**config.mk**
```make
export PLATFORM = sky130hd
export DESIGN_NAME = timer16_interrupt_flags
export DESIGN_NICKNAME = d
export VERILOG_FILES = /design/src/core/timer16_flags_pkg.sv /design/src/core/timer16_event_detect.sv /design/src/core/timer16_flag_reg.sv /design/src/core/timer16_interrupt_flags.sv
export VERILOG_INCLUDE_DIRS = /design/src /design/src/core
export SDC_FILE = /design/constraint.sdc
export NUM_CORES = 1
export LEC_CHECK = 0
export BUFFER_PORTS_ARGS = -buffer_cell sky130_fd_sc_hd__buf_4
export CAP_MARGIN = 5
export CORE_UTILIZATION = 47
export DETAILED_ROUTE_END_ITERATION = 6
export PLACE_DENSITY = 0.92
export SYNTH_ARGS = -nofsm -noshare
export SYNTH_HDL_FRONTEND = slang
export SYNTH_HIERARCHICAL = 1
export SYNTH_SLANG_ARGS = --single-unit
export TNS_END_PERCENT = 5
```
**constraint.sdc**
```tcl
create_clock -name i_ref_clk -period 2.1 [get_ports i_ref_clk]
set_clock_uncertainty 0.05 [all_clocks]
set_input_delay 0.105 -clock i_ref_clk [delete_from_list [all_inputs] [get_ports i_ref_clk]]
set_output_delay 0.105 -clock i_ref_clk [all_outputs]
set_load 0.01 [all_outputs]
```
**src/core/timer16_flags_defines.svh**
```systemverilog
// constants for the 16-bit timer interrupt flag block: offsets, bit positions, resets, mode codes
// assumes inclusion by bare name from the package and the design modules
`ifndef TIMER16_FLAGS_DEFINES_SVH
`define TIMER16_FLAGS_DEFINES_SVH

// apb byte offsets, one aligned word per register
`define OFS_TC1_FLAGS    12'h000
`define OFS_TC3_FLAGS    12'h004
`define OFS_TC1_MASK     12'h008
`define OFS_TC3_MASK     12'h00c
`define OFS_TC1_CAPTURE  12'h010
`define OFS_TC3_CAPTURE  12'h014

// bit positions shared by the flag and mask layouts
`define BIT_OVERFLOW     0
`define BIT_CMP_A        1
`define BIT_CMP_B        2
`define BIT_CMP_C        3
`define BIT_CAPTURE      5

// implemented bits; 7, 6 and 4 stay zero
`define FLAG_IMPL_MASK   8'h2f
`define FLAG_RESET       8'h00
`define MASK_RESET       8'h00
`define CAPTURE_RESET    16'h0000

// waveform mode codes the flag logic cares about
`define MODE_NORMAL      4'h0
`define MODE_CTC_CMP_A   4'h4
`define MODE_PC_CAPT     4'h8
`define MODE_PFC_CAPT    4'ha
`define MODE_CTC_CAPT    4'hc
`define MODE_FAST_CAPT   4'he

`endif

```
**src/core/timer16_flags_pkg.sv**
```systemverilog
// types and mode decode helpers for the 16-bit timer interrupt flag block
// assumes the defines header is on the include path
`default_nettype none
`include "timer16_flags_defines.svh"

package timer16_flags_pkg;

  typedef logic [7:0]  flag_vec_t;   // flag or mask byte
  typedef logic [15:0] count_t;      // counter width
  typedef logic [3:0]  waveform_mode_t;

  // apb slave progress
  typedef enum logic [1:0] {
    ST_IDLE = 2'b00,                 // waiting for a setup cycle
    ST_RESP = 2'b01                  // answer stands, pready high
  } apb_state_e;

  // capture register serves as the counting top in these modes
  function automatic logic mode_capture_top(input waveform_mode_t m);
    mode_capture_top = (m == `MODE_PC_CAPT) || (m == `MODE_PFC_CAPT) ||
                       (m == `MODE_CTC_CAPT) || (m == `MODE_FAST_CAPT);
  endfunction : mode_capture_top

  // overflow taken from the plain wrap in these modes
  function automatic logic mode_wrap_overflow(input waveform_mode_t m);
    mode_wrap_overflow = (m == `MODE_NORMAL) || (m == `MODE_CTC_CMP_A);
  endfunction : mode_wrap_overflow

endpackage : timer16_flags_pkg
`default_nettype wire

```
**src/core/timer16_event_detect.sv**
```systemverilog
// event detection for one 16-bit timer: compare matches, capture, overflow
// assumes all inputs synchronous to i_ref_clk and i_tick a one-cycle timer clock enable
`default_nettype none
`include "timer16_flags_defines.svh"

module timer16_event_detect
  import timer16_flags_pkg::*;
(
  input  wire logic           i_ref_clk,
  input  wire logic           i_rst,
  input  wire logic           i_tick,          // timer clock enable
  input  wire count_t         i_counter_value,
  input  wire count_t         i_cmp_a,
  input  wire count_t         i_cmp_b,
  input  wire count_t         i_cmp_c,
  input  wire logic           i_capture_pin,
  input  wire waveform_mode_t i_mode,
  input  wire logic           i_counter_write, // counter written by software
  input  wire logic           i_wrap,          // counter passed max this tick
  input  wire logic           i_alt_overflow,  // overflow point of pwm modes
  output var  flag_vec_t      o_set,           // one-cycle set pulses
  output var  count_t         o_capture_value
);

  logic   pin_prev_r;   // last pin level, for edge detection
  logic   block_r;      // counter write blocks the next timer cycle's compare matches
  count_t capture_r;    // captured counter value
  logic   edge_seen;
  logic   cap_top;
  logic   match_ok;

  assign cap_top  = mode_capture_top(i_mode);
  // a write now or one pending blocks the following compare
  assign match_ok = i_tick && !block_r && !i_counter_write;
  assign edge_seen = i_capture_pin && !pin_prev_r;

  // set pulses land on the tick edge, except a pin-edge capture, so flags show in the next timer cycle
  // force strobes never reach this path, only true equality sets a compare flag
  always_comb begin
    o_set = `FLAG_RESET;
    o_set[`BIT_CMP_A] = match_ok && (i_counter_value == i_cmp_a);
    o_set[`BIT_CMP_B] = match_ok && (i_counter_value == i_cmp_b);
    o_set[`BIT_CMP_C] = match_ok && (i_counter_value == i_cmp_c);
    if (cap_top) begin
      o_set[`BIT_CAPTURE] = i_tick && (i_counter_value == capture_r);
    end else begin
      o_set[`BIT_CAPTURE] = edge_seen;
    end
    if (mode_wrap_overflow(i_mode)) begin
      o_set[`BIT_OVERFLOW] = i_tick && i_wrap;
    end else begin
      o_set[`BIT_OVERFLOW] = i_tick && i_alt_overflow;
    end
  end

  // pin history, block window and capture load
  always_ff @(posedge i_ref_clk) begin
    if (i_rst) begin
      pin_prev_r <= 1'b0;
      block_r    <= 1'b0;
      capture_r  <= `CAPTURE_RESET;
    end else begin
      pin_prev_r <= i_capture_pin;
      if (i_counter_write) begin
        block_r <= 1'b1;
      end else if (i_tick) begin
        block_r <= 1'b0;
      end
      // capture register is the top in those modes, so the pin leaves it alone
      if (edge_seen && !cap_top) begin
        capture_r <= i_counter_value;
      end
    end
  end

  assign o_capture_value = capture_r;

endmodule : timer16_event_detect
`default_nettype wire

```
**src/core/timer16_flag_reg.sv**
```systemverilog
// one timer's flag byte: hardware set, acknowledge clear, write-one clear
// assumes set, ack and clear vectors use the flag bit layout
`default_nettype none
`include "timer16_flags_defines.svh"

module timer16_flag_reg
  import timer16_flags_pkg::*;
(
  input  wire logic      i_ref_clk,
  input  wire logic      i_rst,
  input  wire flag_vec_t i_set,    // hardware events
  input  wire flag_vec_t i_ack,    // vector executed
  input  wire flag_vec_t i_w1c,    // software write data, qualified
  output var  flag_vec_t o_flags
);

  flag_vec_t flags_r;
  flag_vec_t flags_nxt;

  // a set in the clearing cycle wins; zeros written leave bits alone
  assign flags_nxt = ((flags_r & ~(i_ack | i_w1c)) | i_set) & `FLAG_IMPL_MASK;

  // flag storage
  always_ff @(posedge i_ref_clk) begin
    if (i_rst) begin
      flags_r <= `FLAG_RESET;
    end else begin
      flags_r <= flags_nxt;
    end
  end

  assign o_flags = flags_r;

endmodule : timer16_flag_reg
`default_nettype wire

```
**src/core/timer16_interrupt_flags.sv**
```systemverilog
// interrupt flags, masks and requests for the two 16-bit timers, registers over apb
// assumes timer counters, compare registers and mode live outside and arrive synchronous
//
// Design decisions made here: the APB register port and the placing of the registers.
`default_nettype none
`include "timer16_flags_defines.svh"

module timer16_interrupt_flags
  import timer16_flags_pkg::*;
(
  input  wire logic           i_ref_clk,
  input  wire logic           i_rst,
  // apb slave
  input  wire logic           i_psel,
  input  wire logic           i_penable,
  input  wire logic           i_pwrite,
  input  wire logic [11:0]    i_paddr,
  input  wire logic [31:0]    i_pwdata,
  output var  logic [31:0]    o_prdata,
  output var  logic           o_pready,
  output var  logic           o_pslverr,
  // core side
  input  wire logic           i_global_int_en,
  // timer 1
  input  wire logic           i_tc1_tick,
  input  wire count_t         i_tc1_counter_value,
  input  wire count_t         i_tc1_compare_a_register,
  input  wire count_t         i_tc1_compare_b_register,
  input  wire count_t         i_tc1_compare_c_register,
  input  wire logic           i_tc1_capture_input_pin,
  input  wire waveform_mode_t i_tc1_waveform_mode_field,
  input  wire logic           i_tc1_counter_write,
  input  wire logic           i_tc1_wrap,
  input  wire logic           i_tc1_alt_overflow,
  input  wire flag_vec_t      i_tc1_int_ack,
  output var  flag_vec_t      o_tc1_int_req,
  // timer 3
  input  wire logic           i_tc3_tick,
  input  wire count_t         i_tc3_counter_value,
  input  wire count_t         i_tc3_compare_a_register,
  input  wire count_t         i_tc3_compare_b_register,
  input  wire count_t         i_tc3_compare_c_register,
  input  wire logic           i_tc3_capture_input_pin,
  input  wire waveform_mode_t i_tc3_waveform_mode_field,
  input  wire logic           i_tc3_counter_write,
  input  wire logic           i_tc3_wrap,
  input  wire logic           i_tc3_alt_overflow,
  input  wire flag_vec_t      i_tc3_int_ack,
  output var  flag_vec_t      o_tc3_int_req
);

  ////////////////////////////////////////////////////////////////////////////////
  // declarations

  apb_state_e  state_r;         // apb progress
  apb_state_e  state_nxt;
  logic [31:0] prdata_r;        // read answer
  logic [31:0] prdata_nxt;
  logic        pslverr_r;       // unmapped address answer
  logic        pslverr_nxt;
  flag_vec_t   tc1_mask_r;      // timer 1 enables
  flag_vec_t   tc3_mask_r;      // timer 3 enables
  flag_vec_t   tc1_req_r;       // timer 1 requests
  flag_vec_t   tc3_req_r;       // timer 3 requests
  flag_vec_t   tc1_req_nxt;
  flag_vec_t   tc3_req_nxt;

  flag_vec_t   tc1_set;         // timer 1 event pulses
  flag_vec_t   tc3_set;         // timer 3 event pulses
  flag_vec_t   tc1_flags;       // timer 1 flag byte
  flag_vec_t   tc3_flags;       // timer 3 flag byte
  count_t      tc1_capture;     // timer 1 captured value
  count_t      tc3_capture;     // timer 3 captured value
  flag_vec_t   tc1_w1c;         // timer 1 write-one clear
  flag_vec_t   tc3_w1c;         // timer 3 write-one clear

  logic        setup_seen;      // access phase, answer not yet given
  logic        commit;          // the edge where the transfer completes
  logic        wr_commit;       // write takes effect at this edge
  logic        hit_tc1_flags;
  logic        hit_tc3_flags;
  logic        hit_tc1_mask;
  logic        hit_tc3_mask;
  logic        hit_tc1_capt;
  logic        hit_tc3_capt;
  logic        addr_mapped;
  logic [31:0] rd_mux;          // read value before registering

  ////////////////////////////////////////////////////////////////////////////////
  // event detection, one instance per timer

  timer16_event_detect u_tc1_events (
    .i_ref_clk       (i_ref_clk),
    .i_rst           (i_rst),
    .i_tick          (i_tc1_tick),
    .i_counter_value (i_tc1_counter_value),
    .i_cmp_a         (i_tc1_compare_a_register),
    .i_cmp_b         (i_tc1_compare_b_register),
    .i_cmp_c         (i_tc1_compare_c_register),
    .i_capture_pin   (i_tc1_capture_input_pin),
    .i_mode          (i_tc1_waveform_mode_field),
    .i_counter_write (i_tc1_counter_write),
    .i_wrap          (i_tc1_wrap),
    .i_alt_overflow  (i_tc1_alt_overflow),
    .o_set           (tc1_set),
    .o_capture_value (tc1_capture)
  );

  timer16_event_detect u_tc3_events (
    .i_ref_clk       (i_ref_clk),
    .i_rst           (i_rst),
    .i_tick          (i_tc3_tick),
    .i_counter_value (i_tc3_counter_value),
    .i_cmp_a         (i_tc3_compare_a_register),
    .i_cmp_b         (i_tc3_compare_b_register),
    .i_cmp_c         (i_tc3_compare_c_register),
    .i_capture_pin   (i_tc3_capture_input_pin),
    .i_mode          (i_tc3_waveform_mode_field),
    .i_counter_write (i_tc3_counter_write),
    .i_wrap          (i_tc3_wrap),
    .i_alt_overflow  (i_tc3_alt_overflow),
    .o_set           (tc3_set),
    .o_capture_value (tc3_capture)
  );

  ////////////////////////////////////////////////////////////////////////////////
  // flag bytes, cleared by acknowledge or a written one

  // the core pulses ack when it runs a vector; we only clear on it
  timer16_flag_reg u_tc1_flags (
    .i_ref_clk (i_ref_clk),
    .i_rst     (i_rst),
    .i_set     (tc1_set),
    .i_ack     (i_tc1_int_ack),
    .i_w1c     (tc1_w1c),
    .o_flags   (tc1_flags)
  );

  timer16_flag_reg u_tc3_flags (
    .i_ref_clk (i_ref_clk),
    .i_rst     (i_rst),
    .i_set     (tc3_set),
    .i_ack     (i_tc3_int_ack),
    .i_w1c     (tc3_w1c),
    .o_flags   (tc3_flags)
  );

  ////////////////////////////////////////////////////////////////////////////////
  // apb address decode

  // one wait state: setup, then access with pready low, then pready high
  assign setup_seen    = i_psel && i_penable && (state_r == ST_IDLE);
  assign commit        = i_psel && i_penable && (state_r == ST_RESP);
  assign wr_commit     = commit && i_pwrite;

  assign hit_tc1_flags = (i_paddr == `OFS_TC1_FLAGS);
  assign hit_tc3_flags = (i_paddr == `OFS_TC3_FLAGS);
  assign hit_tc1_mask  = (i_paddr == `OFS_TC1_MASK);
  assign hit_tc3_mask  = (i_paddr == `OFS_TC3_MASK);
  assign hit_tc1_capt  = (i_paddr == `OFS_TC1_CAPTURE);
  assign hit_tc3_capt  = (i_paddr == `OFS_TC3_CAPTURE);
  assign addr_mapped   = hit_tc1_flags || hit_tc3_flags || hit_tc1_mask ||
                         hit_tc3_mask || hit_tc1_capt || hit_tc3_capt;

  // write-one clear; the zeros in the word leave flags as they are
  assign tc1_w1c = (wr_commit && hit_tc1_flags) ? i_pwdata[7:0] : `FLAG_RESET;
  assign tc3_w1c = (wr_commit && hit_tc3_flags) ? i_pwdata[7:0] : `FLAG_RESET;

  // read mux; unused upper bits and reserved bits read zero
  assign rd_mux = hit_tc1_flags ? {24'h000000, tc1_flags}  :
                  hit_tc3_flags ? {24'h000000, tc3_flags}  :
                  hit_tc1_mask  ? {24'h000000, tc1_mask_r} :
                  hit_tc3_mask  ? {24'h000000, tc3_mask_r} :
                  hit_tc1_capt  ? {16'h0000, tc1_capture}  :
                  hit_tc3_capt  ? {16'h0000, tc3_capture}  :
                  32'h00000000;

  ////////////////////////////////////////////////////////////////////////////////
  // apb answer state machine

  // the answer is captured while pready is still low, so the read value
  // is the one seen one cycle before completion; a flag set at the edge
  // where pready rises is therefore visible only to the next read
  always_comb begin
    state_nxt   = state_r;
    prdata_nxt  = prdata_r;
    pslverr_nxt = pslverr_r;
    case (state_r)
      ST_IDLE: begin
        if (setup_seen) begin
          state_nxt   = ST_RESP;
          prdata_nxt  = i_pwrite ? 32'h00000000 : rd_mux;
          pslverr_nxt = !addr_mapped;
        end
      end
      ST_RESP: begin
        // transfer ends here; drop the answer for the next one
        state_nxt   = ST_IDLE;
        prdata_nxt  = 32'h00000000;
        pslverr_nxt = 1'b0;
      end
      default: begin
        state_nxt   = ST_IDLE;
        prdata_nxt  = 32'h00000000;
        pslverr_nxt = 1'b0;
      end
    endcase
  end

  // apb registers
  always_ff @(posedge i_ref_clk) begin
    if (i_rst) begin
      state_r   <= ST_IDLE;
      prdata_r  <= 32'h00000000;
      pslverr_r <= 1'b0;
    end else begin
      state_r   <= state_nxt;
      prdata_r  <= prdata_nxt;
      pslverr_r <= pslverr_nxt;
    end
  end

  assign o_pready  = (state_r == ST_RESP);
  assign o_prdata  = prdata_r;
  assign o_pslverr = pslverr_r;

  ////////////////////////////////////////////////////////////////////////////////
  // mask registers

  // only implemented enable bits are kept; the rest read zero
  always_ff @(posedge i_ref_clk) begin
    if (i_rst) begin
      tc1_mask_r <= `MASK_RESET;
      tc3_mask_r <= `MASK_RESET;
    end else begin
      if (wr_commit && hit_tc1_mask) begin
        tc1_mask_r <= i_pwdata[7:0] & `FLAG_IMPL_MASK;
      end
      if (wr_commit && hit_tc3_mask) begin
        tc3_mask_r <= i_pwdata[7:0] & `FLAG_IMPL_MASK;
      end
    end
  end

  ////////////////////////////////////////////////////////////////////////////////
  // interrupt requests

  // request per source: flag and enable and global flag, registered so the
  // output comes from a flop; this costs one cycle after the flag sets
  assign tc1_req_nxt = i_global_int_en ? (tc1_flags & tc1_mask_r) : `FLAG_RESET;
  assign tc3_req_nxt = i_global_int_en ? (tc3_flags & tc3_mask_r) : `FLAG_RESET;

  // request flops
  always_ff @(posedge i_ref_clk) begin
    if (i_rst) begin
      tc1_req_r <= `FLAG_RESET;
      tc3_req_r <= `FLAG_RESET;
    end else begin
      tc1_req_r <= tc1_req_nxt;
      tc3_req_r <= tc3_req_nxt;
    end
  end

  assign o_tc1_int_req = tc1_req_r;
  assign o_tc3_int_req = tc3_req_r;

endmodule : timer16_interrupt_flags
`default_nettype wire

```
==> results.cfg, run 1 <==
[routing]
dr.pass1.iters = 5
routed_wl_mm = 16.8
avgViaCountPerCell = 5.47
num_vias = 5323
drtIter0Drc = 432
drc_errors = 0
ant_nets = 0
wl_per_cell_um = 17.3

[worst_setup_path]
path_cells = dlygate4sd3_1 > buf_4 > or3_4 > or4_4 > nor4_2 > inv_1 > a21oi_1
critPathKind = primary input to flop
worstSetupEndpointType = flop
path_delay_family = simple AND/OR/NAND/NOR gates
r2r_start = u_tc1_events/block_r
r2r_slack_ps = 260
critPathCapture = u_tc1_flags/o_flags[1]
reg2reg_depth = 5
r2r-end = u_tc1_flags/o_flags[1]
crit_buf_inv = 3
crit_path_max_fanout = 3
slowest_stage = dlygate4sd3_1
start_kind = primary input
path_depth = 7
arrival_ps = 2150
cp.required_ps = 2310
crit_start = i_tc1_counter_write
slowest_delay_ps = 550

[cts]
clockBufferDepth = 2
htree_levels = 3
cts_tree = done
cts.sinks = 84
clkTransAtPathRegs_ps = 60
cts_buffers = 9
clock_latency_ps = 330
post_cts.repair.setup_buffers = 0
clock-root-buffer = clkbuf_16

[power]
p_int_mw = 2.85
cellPowerDensity_nw_per_um2 = 547
clkPwrFrac_pct = 35.3
leakagePower_nw = 3.18
ir_drop_uv = 455
combPwrFrac_pct = 21.7
p_sw_mw = 1.06
seqPwrFrac_pct = 43.0
netSwitchingFraction_pct = 27.0

[global_routing]
grt_pass1_wl_mm = 24.6
antenna_found_initial = 0
globalRouteTotalUtil_pct = 27.1
grt_pass1_vias = 5061
grt_overflow_total = 0
grt_max_degree = 39

[flow_run]
cap_violations = 0

[timing]
fin_setup_tns_ps = 0
worst_pin_slew_ps = 709
setup_violations = 0
slew_violations = 0
fmax_mhz = 514
min_period_over_period_pct = 92.6
period_minus_slack_ps = 1940
slew-limit-headroom_pct = 52.7
rsz0062_at_grt = false
hold_violations = 0

[synth]
yosysWarnings = 6
avgSynthCellArea_um2 = 8.24
syn_inst = 658
syn_area_um2 = 5420

[layout]
drive_gt1_share_pct = 29.7
final_cell_mix = buf_4, xor2_1, dfxtp_1
final_net_count = 1041
fillers = 893
layout_commonest_cell = buf_4
postLayoutCoreUtil_pct = 64.8
syn2layout_area_growth_pct = 31.8
num_antenna_cells = 0

[floorplan]
fp.dieH_um = 109
io_pins = 262
core_um2 = 11000
rows = 38
start_util_pct = 49.1
die_area_um2 = 12000
die_x_um = 109

[hold_path]
whs_path_depth = 3
min_path_type = primary input to flop

[placed_design]
place_hpwl_mm = 13.0
place.gp.congestion = 0.846
portBuffers = 204

[run_status]
status = complete, no violations
## per-layer routing
metal	GRT usage, %	wire, µm	vias up
li1	-	-	2507
met1	33.0	6620	2516
met2	47.5	8590	275
met3	4.80	1310	25
met4	9.62	282	0
met5	0	0	-
## worst reg2reg max path, stage by stage, from the launching register on
cell and delay [ps]:
dfxtp_1 330, or3_4 410, or4_4 430, nor4_2 320, inv_1 80, a21oi_1 150
## power groups by stage
| stage | Sequential, mW | Clock [mW] | Combinational [mW] |
|---|---|---|---|
| floorplan | 1.70 | 0 | 0.481 |
| detailed placement | 1.72 | 0 | 0.811 |
| CTS | 1.68 | 1.39 | 0.830 |
| global placement | 1.71 | 0 | 0.787 |
| global route | 1.68 | 1.45 | 0.905 |
| finish | 1.68 | 1.38 | 0.847 |
## worst min path at each step
stage | from | slack, ps | endpoint
floorplan | i_rst | 120 | u_tc1_flags/o_flags[0]
global route | i_tc1_counter_value[14] | 10 | u_tc1_events/o_capture_value[14]
detailed placement | i_tc3_counter_write | 290 | u_tc3_events/block_r
finish | i_tc1_int_ack[0] | 5 | u_tc1_flags/o_flags[0]
global placement | i_tc1_counter_write | 280 | u_tc1_events/block_r
CTS | i_tc3_int_ack[0] | 0.9 | u_tc3_flags/o_flags[0]
## flip-flops by register name, indices dropped and copies added, names as in the netlist, 5 cells and up
signal,flops
tc1_mask_r,5
o_tc3_int_req,5
tc3_mask_r,5
o_tc1_int_req,5
o_prdata,16
u_tc1_events/o_capture_value,16
u_tc3_events/o_capture_value,16
u_tc1_flags/o_flags,5
u_tc3_flags/o_flags,5
## timing repair
action                                 CTS  global route
hold buffers                             9             0
endpoints found under the hold margin    9             0
gates resized for setup                  0             0
## stage by stage
step / instance area [µm²] / cells / setup WS [ps] / power, mW / hold WS, ps
after CTS: 7150 / 973 / 205 / 3.90 / 0.894
after global routing: 7150 / 973 / 113 / 4.04 / 12.0
final: 7150 / 973 / 156 / 3.91 / 4.57
after global placement: 6800 / 949 / 374 / 2.50 / 276
after detailed placement: 6800 / 949 / 321 / 2.53 / 285
after floorplan: 5520 / 683 / 489 / 2.18 / 124
## cell type report
class | instances | area [µm²] | area share [%]
inverters | 12 | 45.0 | 0.630
well taps | 140 | 175 | 2.45
repair buffers | 218 | 1660 | 23.2
multi-input cells | 504 | 3330 | 46.6
clock inverters | 3 | 15.0 | 0.210
flip-flops and latches | 84 | 1680 | 23.5
clock buffers | 12 | 236 | 3.31
Power figures use the tool's default switching activity.
==> run 2, diff against run 1 <==
- CAP_MARGIN: 5 -> 20
- CELL_PAD_IN_SITES_DETAIL_PLACEMENT: unset -> 0
- CELL_PAD_IN_SITES_GLOBAL_PLACEMENT: unset -> 1
- CORE_UTILIZATION: 47 -> 33
==> run 2 against run 1 <==
Compared with the run above: flip-flop and latch count did not move; final cell count rose by 8.3%; wire length rose by 0.12%; setup slack improved by 71 ps; sequential share of layout area fell by 0.54 points; via count fell by 5.7%; power rose by 3.6%; clock power rose by 12%; design area rose by 2.3%; clock-buffer cell count did not move; register-to-register slack improved by 80 ps; largest cell class unchanged; largest power group unchanged.
==> results.cfg, run 2 (synthesis results as in run 1) <==
[run_status]
status = complete, no violations

[worst_setup_path]
path_cells = dlygate4sd3_1 > buf_4 > or3_4 > or4_4 > nor4_2 > inv_1 > a21oi_1
critPathKind = primary input to flop
slowest_delay_ps = 540
r2r_start = u_tc3_events/block_r
slowest_stage = dlygate4sd3_1
r2r_slack_ps = 340
reg2reg_depth = 5
start_kind = primary input
crit_path_max_fanout = 3
r2r-end = u_tc3_flags/o_flags[1]
arrival_ps = 2090
worstSetupEndpointType = flop
cp.required_ps = 2310

[floorplan]
die_x_um = 130
die_area_um2 = 16900
rows = 46
start_util_pct = 34.0
fp.dieH_um = 130
io_pins = 262
core_um2 = 15900

[timing]
worst_pin_slew_ps = 1010
setup_violations = 0
hold_violations = 0
rsz0062_at_grt = false
slew-limit-headroom_pct = 32.5
slew_violations = 0
period_minus_slack_ps = 1870
min_period_over_period_pct = 89.2
fin_setup_tns_ps = 0
fmax_mhz = 534

[layout]
final_area_um2 = 7310
final_net_count = 1045
num_antenna_cells = 0
syn2layout_area_growth_pct = 34.9
final_cell_mix = buf_4, xor2_1, dfxtp_1
layout_commonest_cell = buf_4
drive_gt1_share_pct = 29.7

[hold_path]
whs_path_depth = 3
min_to = u_tc3_flags/o_flags[1]
min_path_type = primary input to flop
min_from = i_tc3_int_ack[1]

[flow_run]
cap_violations = 0

[power]
ir_drop_uv = 400
combPwrFrac_pct = 20.6
p_int_mw = 2.99
leakagePower_nw = 3.21
power.total_mw = 4.05
seqPwrFrac_pct = 41.5
p_sw_mw = 1.06
netSwitchingFraction_pct = 26.3
clkPwrFrac_pct = 37.9
cellPowerDensity_nw_per_um2 = 554

[routing]
wl_per_cell_um = 16.0
num_vias = 5020
ant_nets = 0
drc_errors = 0
routed_wl_mm = 16.8
avgViaCountPerCell = 4.76
drtIter0Drc = 347
dr.pass1.iters = 5

[global_routing]
antenna_found_initial = 0
grt_overflow_total = 0
globalRouteTotalUtil_pct = 19.3
grt_pass1_vias = 4856
grt_pass1_wl_mm = 24.9
grt_max_degree = 33

[cts]
post_cts.repair.setup_buffers = 0
clkTransAtPathRegs_ps = 60
cts_tree = done
clock_latency_ps = 340
htree_levels = 3
cts_buffers = 9
postCtsHoldBufs = 12
clock-root-buffer = clkbuf_16
clockBufferDepth = 2
cts.sinks = 84
cts_resized = 0

[placed_design]
place.gp.congestion = 0.834
dpl_cell_area_um2 = 6910
portBuffers = 204
place_hpwl_mm = 13.2
-- run 2: worst max-delay path by stage --
stage                               from                     end  slack (ps)
finish               i_tc3_counter_write  u_tc3_flags/o_flags[1]         230
global route         i_tc3_counter_write  u_tc3_flags/o_flags[1]         160
CTS                  i_tc3_counter_write  u_tc3_flags/o_flags[1]         240
detailed placement  u_tc3_events/block_r  u_tc3_flags/o_flags[1]         360
global placement    u_tc3_events/block_r  u_tc3_flags/o_flags[1]         380
floorplan           u_tc1_events/block_r  u_tc1_flags/o_flags[1]         490
-- run 2: metal layers --
layer  up-vias  part of all wire (%)  track usage [%]  wire length (µm)
li1       2511                     -                -                 -
met4         0                  0.99             5.06               166
met3        14                   5.1             4.10               850
met5         -                     0                0                 0
met1      2351                    43             24.2              7270
met2       144                    51             33.5              8540
-- run 2: worst max-delay path: cells and delay by family --
family,cells,cell delay [ps]
buffers and inverters,3,780
AO/OA/AOI/OAI,1,120
AND/OR/NAND/NOR,3,1090
-- run 2: power by group through the flow --
stage | logic [mW] | clock network, mW | registers, mW
5_1_grt | 0.907 | 1.64 | 1.69
3_5_place_dp | 0.809 | 0 | 1.72
6_report | 0.834 | 1.54 | 1.68
4_1_cts | 0.831 | 1.57 | 1.68
2_1_floorplan | 0.481 | 0 | 1.70
3_3_place_gp | 0.801 | 0 | 1.72
-- run 2: layout make-up --
cell class	instances	area [µm²]
Inverter	12	45.0
Clock buffer	12	236
Tap cell	216	270
Clock inverter	4	50.0
Multi-Input combinational cell	504	3330
Fill cell	1621	8630
Timing Repair Buffer	222	1700
Sequential cell	84	1680
-- run 2: metrics by stage --
stage	worst slack [ps]	instances	utilization [%]	hold slack [ps]
after floorplan	489	683	-	124
after global placement	379	1026	43.3	274
after detailed placement	364	1026	43.3	283
after CTS	243	1054	45.9	1.09
after global routing	158	1054	45.9	2.06
final	227	1054	45.9	9.62
==> run 3, diff against run 2 <==
==> constraint.sdc (replaced) <==
create_clock -name i_ref_clk -period 2.1 [get_ports i_ref_clk]
set_clock_uncertainty 0.05 [all_clocks]
set_input_delay 0.21 -clock i_ref_clk [delete_from_list [all_inputs] [get_ports i_ref_clk]]
set_output_delay 0.21 -clock i_ref_clk [all_outputs]
set_load 0.01 [all_outputs]
==> run 3 against run 2 <==
Compared with the run above: fmax up 4.0%; flip-flop and latch count unchanged; die area unchanged; critical path type is now flop to flop; critical endpoint unchanged; largest power group unchanged.
==> results.cfg, run 3 (synthesis results as in run 1) <==
[timing]
hold_violations = 0
fin_setup_tns_ps = 0
slew_violations = 0
setup_violations = 0
worst_pin_slew_ps = 1000
min_period_over_period_pct = 85.8
period_minus_slack_ps = 1800
rsz0062_at_grt = false
slew-limit-headroom_pct = 32.8
fmax_mhz = 555

[worst_setup_path]
crit_path_max_fanout = 3
r2r_slack_ps = 300
slowest_delay_ps = 420
start_kind = flop
critPathKind = flop to flop
worstSetupEndpointType = flop
arrival_ps = 2010
cp.required_ps = 2310
path_cells = or3_4 > or4_4 > nor4_2 > inv_1 > a21oi_1
slowest_stage = or4_4
crit_buf_inv = 1
path_delay_family = simple AND/OR/NAND/NOR gates

[layout]
postLayoutCoreUtil_pct = 45.1
final_cell_mix = buf_4, xor2_1, dfxtp_1
final_net_count = 1032
num_antenna_cells = 0
regArea_um2 = 1680
fillers = 1569
syn2layout_area_growth_pct = 32.6
layout_commonest_cell = buf_4
stdcell_count = 1040
drive_gt1_share_pct = 30.2
multi_input_area_um2 = 3330

[floorplan]
io_pins = 262
die_area_um2 = 16900
rows = 46
start_util_pct = 34.0
fp.dieH_um = 130
core_um2 = 15900
die_x_um = 130

[power]
ir_drop_uv = 466
cellPowerDensity_nw_per_um2 = 557
leakagePower_nw = 3.16
power.total_mw = 4.00

[run_status]
status = complete, no violations

[global_routing]
grt_max_degree = 57
grt_overflow_total = 0
grt_pass1_wl_mm = 24.7
grt_pass1_vias = 4639
globalRouteTotalUtil_pct = 19.3
antenna_found_initial = 0

[placed_design]
place_hpwl_mm = 13.3
portBuffers = 204
placed_cells = 1025
place.gp.congestion = 0.844

[cts]
htree_levels = 3
clockBufferDepth = 2
clock_latency_ps = 330
clock-root-buffer = clkbuf_16
cts_tree = done
cts.sinks = 84
cts_resized = 0
postCtsHoldBufs = 0
cts_buffers = 9
clkTransAtPathRegs_ps = 60
post_cts.repair.setup_buffers = 0

[flow_run]
cap_violations = 0

[routing]
drtIter0Drc = 322
num_vias = 5018
routed_wl_mm = 16.8
ant_nets = 0
drc_errors = 0
wl_per_cell_um = 16.2
dr.pass1.iters = 5
avgViaCountPerCell = 4.83

[hold_path]
min_path_type = primary input to flop
## run 3: cell types whose count changed in the layout (fill, tap and decap cells not counted), sizes merged
| cell | delta |
|---|---|
| clkbuf | +2 |
| bufinv | -1 |
| clkinvlp | -2 |
| dlygate4sd3 | -12 |
| buf | -1 |
## run 3: path summary, 6_finish.rpt
check / from / endpoint / depth (start not counted)
setup / recovery: u_tc3_events/block_r / u_tc3_flags/o_flags[1] / 5
hold reg to reg: o_prdata[4] / o_prdata[4] / 2
setup reg to reg: u_tc3_events/block_r / u_tc3_flags/o_flags[1] / 5
hold / removal: i_tc3_counter_write / u_tc3_events/block_r / 3
## run 3: cell type report
class | instances | share of cell area [%]
clock buffer | 14 | 3.95
clock inverter | 1 | 0.0696
inverter | 12 | 0.627
multi-input combinational | 504 | 46.4
sequential | 84 | 23.4
tap | 216 | 3.76
timing repair buffer | 209 | 21.8
## run 3: worst min-delay path, delay by kind of cell
kind                   cells  cell delay (ps)
and+or+nand+nor            1               60
buffers and inverters      1               90
AOI/OAI and AO/OA          1               30
## run 3: layer usage
metal	wire [µm]	GRT usage, %	vias to the layer above
li1	-	-	2493
met1	7170	24.7	2330
met2	8460	32.6	174
met3	942	3.77	21
met4	239	5.75	0
met5	0	0	-
## run 3: per-stage QoR
step / hold WS [ps] / instance area (µm²) / worst slack, ps
floorplan: 229 / 5520 / 489
finish: 43.1 / 7190 / 299
global route: 47.5 / 7190 / 199
CTS: 34.5 / 7190 / 282
global placement: 377 / 6900 / 277
detailed placement: 385 / 6900 / 273
## run 3: where the power goes
part           switching, mW  internal, mW  total [mW]  leakage (nW)
Combinational          0.405         0.412       0.816          2.33
Sequential            0.0430          1.64        1.68         0.683
Clock                  0.584         0.922        1.51         0.145
Total                   1.03          2.97        4.00          3.16
